`src/dstpm_pkg.sv`:
```
// Constants and carriers for the shared DMA, serial and trigger pin group
package dstpm_pkg;

	// ****************************************
	// Register map
	// ****************************************
	localparam int          ADDR_W      = 4;
	localparam logic [3:0]  OFS_CTRL    = 4'h0;
	localparam logic [3:0]  OFS_DIR     = 4'h4;
	localparam logic [3:0]  OFS_DATA    = 4'h8;
	localparam logic [3:0]  OFS_STAT    = 4'hc;
	localparam logic [31:0] RST_CTRL    = 32'h0000_0000;
	localparam logic [31:0] RST_DIR     = 32'h0000_0000;
	localparam logic [31:0] RST_DATA    = 32'h0000_0000;
	localparam logic [31:0] CTRL_MASK   = 32'h0000_3fff;
	localparam logic [31:0] PORT_MASK   = 32'h0000_01ff;
	localparam int          STAT_OE_LSB = 16;

	// ****************************************
	// Control fields
	// ****************************************
	localparam int CTL_DMA_REQ_IN_CH0_SEL  = 0;
	localparam int CTL_DMA_REQ_IN_CH1_SEL  = 1;
	localparam int CTL_DMA_ACK_OUT_CH0_EN   = 2;
	localparam int CTL_DMA_ACK_OUT_CH1_EN   = 3;
	localparam int CTL_SER0_TX_EN = 4;
	localparam int CTL_SER0_CK_EN = 5;
	localparam int CTL_PWM_OUT_EN = 6;
	localparam int CTL_SER1_TX_EN = 7;
	localparam int CTL_SER0_RX_EN = 8;
	localparam int CTL_SER1_RX_EN = 9;
	localparam int CTL_TRIG_LSB   = 10;

	// ****************************************
	// Pin positions
	// ****************************************
	localparam int NPIN       = 9;
	localparam int PIN_DMA_REQ_IN_CH0  = 0;
	localparam int PIN_DMA_REQ_IN_CH1  = 1;
	localparam int PIN_DMA_ACK_OUT_CH0  = 2;
	localparam int PIN_DMA_ACK_OUT_CH1  = 3;
	localparam int PIN_S0_RX  = 4;
	localparam int PIN_S0_TX  = 5;
	localparam int PIN_S0_CK  = 6;
	localparam int PIN_S1_RX  = 7;
	localparam int PIN_S1_TX  = 8;

	// ****************************************
	// Carriers
	// ****************************************
	typedef struct packed {
		logic [NPIN-1:0] level;
		logic [NPIN-1:0] oe;
	} dstpm_pad_drv_s;

	typedef struct packed {
		logic dma_ack_out_ch0;
		logic dma_ack_out_ch1;
		logic ser0_tx_data;
		logic ser0_serial_clock;
		logic pwm_timer_out_d;
		logic ser1_tx_data;
	} dstpm_periph_drv_s;

	typedef struct packed {
		logic dma_req_in_ch0;
		logic dma_req_in_ch1;
		logic ser0_rx_data;
		logic ser1_rx_data;
		logic ser0_serial_clock;
		logic pwm_ext_trigger_a;
		logic pwm_ext_trigger_b;
		logic pwm_ext_trigger_c;
		logic pwm_ext_trigger_d;
	} dstpm_periph_rcv_s;

endpackage : dstpm_pkg

```
`src/dstpm_pin_mux.sv`:
```
// Pin sharing logic for DMA, serial port and PWM trigger pins
//
// How it works
// - DMA request pins reach the controller only when selected as cause.
// - Acknowledge pin drives acceptance only while its output is enabled.
// - With acknowledge output off, the pin is the general-purpose port bit.
// - Serial 0 transmit pin drives data when enabled, else port bit.
// - Trigger on serial 0 transmit pin usable only with port output off.
// - Serial 0 clock pin drives clock when enabled, else PWM output when that is enabled, else port bit.
// - PWM output on serial 0 clock pin drives only while enabled.
// - Receive pins, which carry triggers a and c, are sampled; no peripheral drives them.
// - Serial 1 transmit pin drives data only while enabled.
// - Trigger on serial 1 transmit pin needs port and data output off.
// - Port bit on serial 1 transmit pin acts only with data output off.
// - Peripheral output wins over port output on a shared pin.
//
// Decided for this implementation: the register addresses and register access over Avalon-MM.
`timescale 1ns/1ps

module dstpm_pin_mux (
	input  wire logic                         ref_clk_in,
	input  wire logic                         sys_rst_in,
	input  wire logic [dstpm_pkg::ADDR_W-1:0] avs_address_in,
	input  wire logic                         avs_read_in,
	input  wire logic                         avs_write_in,
	input  wire logic [31:0]                  avs_writedata_in,
	input  wire logic [3:0]                   avs_byteenable_in,
	output logic      [31:0]                  avs_readdata_out,
	output logic                              avs_waitrequest_out,
	input  wire logic [dstpm_pkg::NPIN-1:0]   pad_level_in,
	output dstpm_pkg::dstpm_pad_drv_s         pad_drv_out,
	input  dstpm_pkg::dstpm_periph_drv_s      periph_drv_in,
	output dstpm_pkg::dstpm_periph_rcv_s      periph_rcv_out
);

	// ****************************************
	// Registers
	// ****************************************
	logic [31:0]                ctrl;
	logic [31:0]                port_dir;
	logic [31:0]                port_data;
	logic [31:0]                rd_data;
	logic                       ack;

	// ****************************************
	// Bus decode
	// ****************************************
	wire                        req       = avs_read_in | avs_write_in;
	wire                        take      = req & ~ack;
	wire                        hit_ctrl  = avs_address_in == dstpm_pkg::OFS_CTRL;
	wire                        hit_dir   = avs_address_in == dstpm_pkg::OFS_DIR;
	wire                        hit_data  = avs_address_in == dstpm_pkg::OFS_DATA;
	wire                        hit_stat  = avs_address_in == dstpm_pkg::OFS_STAT;
	wire                        wr_commit = avs_write_in & ack;
	wire [31:0]                 be_mask;

	genvar g;
	generate
		for (g = 0; g < 4; g++) begin : g_lane
			assign be_mask[8*g +: 8] = {8{avs_byteenable_in[g]}};
		end
	endgenerate

	wire [31:0] wr_val = avs_writedata_in & be_mask;

	function automatic logic [31:0] merge(
		input logic [31:0] old_v,
		input logic [31:0] new_v,
		input logic [31:0] keep,
		input logic [31:0] mask
	);
		merge = ((old_v & ~keep) | new_v) & mask;
	endfunction : merge

	wire [31:0] next_ctrl = merge(ctrl, wr_val, be_mask,
		dstpm_pkg::CTRL_MASK);
	wire [31:0] next_dir  = merge(port_dir, wr_val, be_mask,
		dstpm_pkg::PORT_MASK);
	wire [31:0] next_data = merge(port_data, wr_val, be_mask,
		dstpm_pkg::PORT_MASK);

	// ****************************************
	// Control fields
	// ****************************************
	wire       dma_req_in_ch0_sel  = ctrl[dstpm_pkg::CTL_DMA_REQ_IN_CH0_SEL];
	wire       dma_req_in_ch1_sel  = ctrl[dstpm_pkg::CTL_DMA_REQ_IN_CH1_SEL];
	wire       dma_ack_out_ch0_en   = ctrl[dstpm_pkg::CTL_DMA_ACK_OUT_CH0_EN];
	wire       dma_ack_out_ch1_en   = ctrl[dstpm_pkg::CTL_DMA_ACK_OUT_CH1_EN];
	wire       s0_tx_en   = ctrl[dstpm_pkg::CTL_SER0_TX_EN];
	wire       s0_ck_en   = ctrl[dstpm_pkg::CTL_SER0_CK_EN];
	wire       pwm_out_en = ctrl[dstpm_pkg::CTL_PWM_OUT_EN];
	wire       s1_tx_en   = ctrl[dstpm_pkg::CTL_SER1_TX_EN];
	wire       s0_rx_en   = ctrl[dstpm_pkg::CTL_SER0_RX_EN];
	wire       s1_rx_en   = ctrl[dstpm_pkg::CTL_SER1_RX_EN];
	wire [3:0] trig_en    = ctrl[dstpm_pkg::CTL_TRIG_LSB +: 4];

	// ****************************************
	// Status and read mux
	// ****************************************
	wire [31:0] stat_oe   = {23'h000000, pad_drv_out.oe};
	wire [31:0] stat_word = (stat_oe << dstpm_pkg::STAT_OE_LSB)
		| {23'h000000, pad_level_in};
	wire [31:0] next_rd =
		hit_ctrl ? ctrl :
		hit_dir  ? port_dir :
		hit_data ? port_data :
		hit_stat ? stat_word : 32'h0000_0000;

	assign avs_waitrequest_out = take;
	assign avs_readdata_out    = rd_data;

	always_ff @(posedge ref_clk_in) begin
		if (sys_rst_in) begin
			ack     <= 1'b0;
			rd_data <= 32'h0000_0000;
		end else begin
			ack     <= take;
			rd_data <= take ? next_rd : rd_data;
		end
	end

	always_ff @(posedge ref_clk_in) begin
		if (sys_rst_in) begin
			ctrl      <= dstpm_pkg::RST_CTRL;
			port_dir  <= dstpm_pkg::RST_DIR;
			port_data <= dstpm_pkg::RST_DATA;
		end else if (wr_commit) begin
			ctrl      <= hit_ctrl ? next_ctrl : ctrl;
			port_dir  <= hit_dir  ? next_dir  : port_dir;
			port_data <= hit_data ? next_data : port_data;
		end
	end

	// ****************************************
	// Peripheral output selection
	// ****************************************
	wire [dstpm_pkg::NPIN-1:0] per_en;
	wire [dstpm_pkg::NPIN-1:0] per_val;
	wire                       ck_pin_val;

	assign ck_pin_val = s0_ck_en ? periph_drv_in.ser0_serial_clock
		: periph_drv_in.pwm_timer_out_d;

	assign per_en[dstpm_pkg::PIN_DMA_REQ_IN_CH0] = 1'b0;
	assign per_en[dstpm_pkg::PIN_DMA_REQ_IN_CH1] = 1'b0;
	assign per_en[dstpm_pkg::PIN_DMA_ACK_OUT_CH0] = dma_ack_out_ch0_en;
	assign per_en[dstpm_pkg::PIN_DMA_ACK_OUT_CH1] = dma_ack_out_ch1_en;
	assign per_en[dstpm_pkg::PIN_S0_RX] = 1'b0;
	assign per_en[dstpm_pkg::PIN_S0_TX] = s0_tx_en;
	assign per_en[dstpm_pkg::PIN_S0_CK] = s0_ck_en | pwm_out_en;
	assign per_en[dstpm_pkg::PIN_S1_RX] = 1'b0;
	assign per_en[dstpm_pkg::PIN_S1_TX] = s1_tx_en;

	assign per_val[dstpm_pkg::PIN_DMA_REQ_IN_CH0] = 1'b0;
	assign per_val[dstpm_pkg::PIN_DMA_REQ_IN_CH1] = 1'b0;
	assign per_val[dstpm_pkg::PIN_DMA_ACK_OUT_CH0] = periph_drv_in.dma_ack_out_ch0;
	assign per_val[dstpm_pkg::PIN_DMA_ACK_OUT_CH1] = periph_drv_in.dma_ack_out_ch1;
	assign per_val[dstpm_pkg::PIN_S0_RX] = 1'b0;
	assign per_val[dstpm_pkg::PIN_S0_TX] = periph_drv_in.ser0_tx_data;
	assign per_val[dstpm_pkg::PIN_S0_CK] = ck_pin_val;
	assign per_val[dstpm_pkg::PIN_S1_RX] = 1'b0;
	assign per_val[dstpm_pkg::PIN_S1_TX] = periph_drv_in.ser1_tx_data;

	// ****************************************
	// Per-pin output mux
	// ****************************************
	generate
		for (g = 0; g < dstpm_pkg::NPIN; g++) begin : g_pin
			assign pad_drv_out.oe[g] = per_en[g] | port_dir[g];
			assign pad_drv_out.level[g] = per_en[g] ? per_val[g]
				: port_data[g];
		end
	endgenerate

	// ****************************************
	// Inputs towards the peripherals
	// ****************************************
	wire port_s0_tx_off = ~port_dir[dstpm_pkg::PIN_S0_TX];
	wire port_s1_tx_off = ~port_dir[dstpm_pkg::PIN_S1_TX];

	assign periph_rcv_out.dma_req_in_ch0 =
		dma_req_in_ch0_sel & pad_level_in[dstpm_pkg::PIN_DMA_REQ_IN_CH0];
	assign periph_rcv_out.dma_req_in_ch1 =
		dma_req_in_ch1_sel & pad_level_in[dstpm_pkg::PIN_DMA_REQ_IN_CH1];
	assign periph_rcv_out.ser0_rx_data =
		~s0_rx_en | pad_level_in[dstpm_pkg::PIN_S0_RX];
	assign periph_rcv_out.ser1_rx_data =
		~s1_rx_en | pad_level_in[dstpm_pkg::PIN_S1_RX];
	assign periph_rcv_out.ser0_serial_clock =
		pad_level_in[dstpm_pkg::PIN_S0_CK];
	assign periph_rcv_out.pwm_ext_trigger_a =
		trig_en[0] & pad_level_in[dstpm_pkg::PIN_S0_RX];
	assign periph_rcv_out.pwm_ext_trigger_b = trig_en[1] & port_s0_tx_off
		& pad_level_in[dstpm_pkg::PIN_S0_TX];
	assign periph_rcv_out.pwm_ext_trigger_c =
		trig_en[2] & pad_level_in[dstpm_pkg::PIN_S1_RX];
	assign periph_rcv_out.pwm_ext_trigger_d = trig_en[3] & port_s1_tx_off
		& ~s1_tx_en & pad_level_in[dstpm_pkg::PIN_S1_TX];
endmodule : dstpm_pin_mux

```
`config.mk`:
```
export PLATFORM = sky130hd
export DESIGN_NAME = dstpm_pin_mux
export DESIGN_NICKNAME = d
export VERILOG_FILES = /design/src/dstpm_pkg.sv /design/src/dstpm_pin_mux.sv
export SDC_FILE = /design/constraint.sdc
export NUM_CORES = 1
export LEC_CHECK = 0
export BUFFER_PORTS_ARGS = -buffer_cell sky130_fd_sc_hd__buf_2
export CAP_MARGIN = 0
export CORE_ASPECT_RATIO = 0.6
export CORE_MARGIN = 10
export CORE_UTILIZATION = 51
export CTS_CLUSTER_DIAMETER = 40
export DETAILED_ROUTE_END_ITERATION = 10
export GPL_TIMING_DRIVEN = 0
export PLACE_DENSITY = 0.81
export SYNTH_ARGS = -nofsm -noshare
export SYNTH_HDL_FRONTEND = slang
export SYNTH_SLANG_ARGS = --single-unit
```
`constraint.sdc`:
```
create_clock -name ref_clk_in -period 3.15 [get_ports ref_clk_in]
set_input_delay 0 -clock ref_clk_in [delete_from_list [all_inputs] [get_ports ref_clk_in]]
set_output_delay 0 -clock ref_clk_in [all_outputs]
set_load 0.05 [all_outputs]
```
==> metrics <==
synth warn=0; most instantiated cells after synthesis=dfxtp_1, nand2b_1, mux2i_1, a21oi_1; placed cell areas=between 3000 and 4000 um^2; Die Ht=77.0 um; top-area cell type share of the netlist area=0.407; Worst Setup End Kind=primary output; clock sink count=56; status=finished clean; Peak VDD IR=~0.00020 V; cell type with the highest aggregate area in the netlist=dfxtp_1; largest net degree at the start of global routing=19; min Tclk post-route=just under 2000 ps; share of layout cells above drive strength 1=0.342; final core occ=0.675; vias in the first global route=about 2500; CP startpoint kind=flip-flop; Iter 0 DRT Violations=roughly 160; Worst-Margin Slew=just over 900 ps; RSZ-0062 raised after global routing=no; post-synthesis compound-gate area fraction=0.0803; setup TNS=0 ps; core area=just over 5000 um^2; largest family of logic cells by synthesized area=simple AND/OR/NAND/NOR gates; Clock Latency Late Sink=~320 ps; routability congestion estimate=0.872; Final Routed Wirelength=about 8.4 mm; initial antenna violation count=0; critical path arrival=1990 ps; kind of cell adding the most delay to the critical path=buffers and inverters; level count of the clock H-tree=2; Slew Limit Fails=0; endpoints failing hold=0; Max-slew headroom=0.386; critical-path cell list=o21bai_1, inv_1, clkbuf_1, buf_2; Yosys cell types=34; Routed Antenna Nets=0; pwr dens=386 nW/um^2; Initial Util=0.535; Finished Cell Area=about 3500 um^2; I/O Buffers=slightly below 90; Worst path slowest cell=clkbuf_1; crit-path max FO=10; post-synthesis sequential area ratio=0.407; IO Pins=119; CP Buf/Inv Count=3; Worst Setup Path Type=reg -> out; Synth Flop Type=dfxtp_1; post-synthesis mux area share=0.188; wire per inst=17.9 um; top-count cell post-synth=dfxtp_1; Site Rows=20; total power=approximately 1.3 mW; Final period util=0.630; Mapped Cells=between 200 and 300; chip width=115 um; syn_area_per_cell=~9.3 um^2; hold crit path type=in -> reg; n_diodes=0; Final nets=approximately 460; Vias=~2500; Remaining Overflow, GRT=0; # setup viols final=0; leakage power=~1.6 nW; Fillers=about 450; Pre-Repair DR Iteration Count=4; Longest Clk Path Bufs=2; WP data required=around 3200 ps; CTS buffer count=5; vias per cell=5.32; number of max-cap violations=0; first-pass GRT wire length=roughly 13 mm; fmax=between 500 and 600 MHz; CP peak stage delay=380 ps; root cell of the clock tree=clkbuf_8; top cells by area, synth=dfxtp_1, mux2i_1, nand2b_1; worst hold slack=0.996 ps; Final HPWL DP=6.54 mm; post-synthesis register bit count=56; asr flop ratio synth=0; Die Area=around 8800 um^2; synthesized-area fraction occupied by adder cells=0; clock transition at the registers of the reported paths=roughly 110 ps; Post-route DRC=0; GRT Util Overall=0.184; Area Overhead vs Synth=26.1%; Simple-Gate Fraction of Synth Area=0.244; skew final=11.9 ps; Cell Area, Synth=about 2800 um^2; CTS tree=done; Post-Synth XOR/XNOR Area=0; setup repair bufs after CTS=0; number of flops mapped to enable cells by yosys=0
-- path summary, 6_finish.rpt --
path | startpoint | slack [ps] | cells after the start | endpoint
worst min-delay path | avs_writedata_in[0] | 1 | 3 | flip-flop
worst max-delay path | ack | 1160 | 4 | avs_waitrequest_out
worst max register to register | ack | 1440 | 5 | avs_readdata_out[9]
worst min register to register | avs_readdata_out[17] | 450 | 2 | avs_readdata_out[17]
-- stage by stage --
stage / setup slack, ps / cells
after global routing: 1080 / 472
final: 1160 / 472
after CTS: 1180 / 472
after detailed placement: 1480 / 456
after floorplan: 1470 / 303
after global placement: 1570 / 456
-- where the power goes --
group / internal (mW) / switching (mW)
clock network: 0.158 / 0.245
logic: 0.0755 / 0.141
registers: 0.717 / 0.00663
total: 0.950 / 0.392
-- layer usage --
layer	routed length (um)	global-route usage	vias up
met5	0	0	-
met4	76	0.0505	0
met3	941	0.0653	8
met2	3670	0.278	114
met1	3740	0.239	1180
li1	-	-	1209
-- kinds of logic (layout without fill, tap and decap cells) --
family,Yosys count,in the layout
and+or+nand+nor,117,117
DFF,56,56
muxes,47,47
AOI/OAI and AO/OA,37,37
buffers and inverters,37,140
other,1,9
-- placed cells by master (no fill, tap or decap), types with 2 or more instances in the layout --
master,n
conb_1,9
buf_2,92
mux2i_1,33
clkinvlp_4,2
clkbuf_1,11
nand2b_1,50
dfxtp_1,56
a22oi_1,6
mux2_2,12
a211oi_1,6
nor2_1,10
nand3_1,18
or2_2,4
a21oi_1,22
buf_4,18
mux4_1,2
dlygate4sd3_1,8
clkbuf_8,5
nand2_1,18
nor3_1,3
and2_1,4
-- cell type report --
cell class / instances / area [um^2] / share of cell area
Buffer: 36 / 216 / 0.0622
Clock buffer: 5 / 68.8 / 0.0198
Clock inverter: 3 / 23.8 / 0.00683
Inverter: 1 / 3.75 / 0.00108
Multi-Input combinational cell: 210 / 1450 / 0.416
Sequential cell: 56 / 1120 / 0.322
Tap cell: 66 / 82.6 / 0.0237
Timing Repair Buffer: 95 / 515 / 0.148
-- what timing repair did --
action,4_1_cts,5_1_grt
gates resized for setup,0,0
hold buffers,8,0
hold endpoints to repair,12,0
-- tightest hold or removal path, stage by stage --
cell	delay (ps)
buf_2	100
nand2b_1	110
mux2i_1	80
Note: power is estimated with default switching activity, not from simulation.
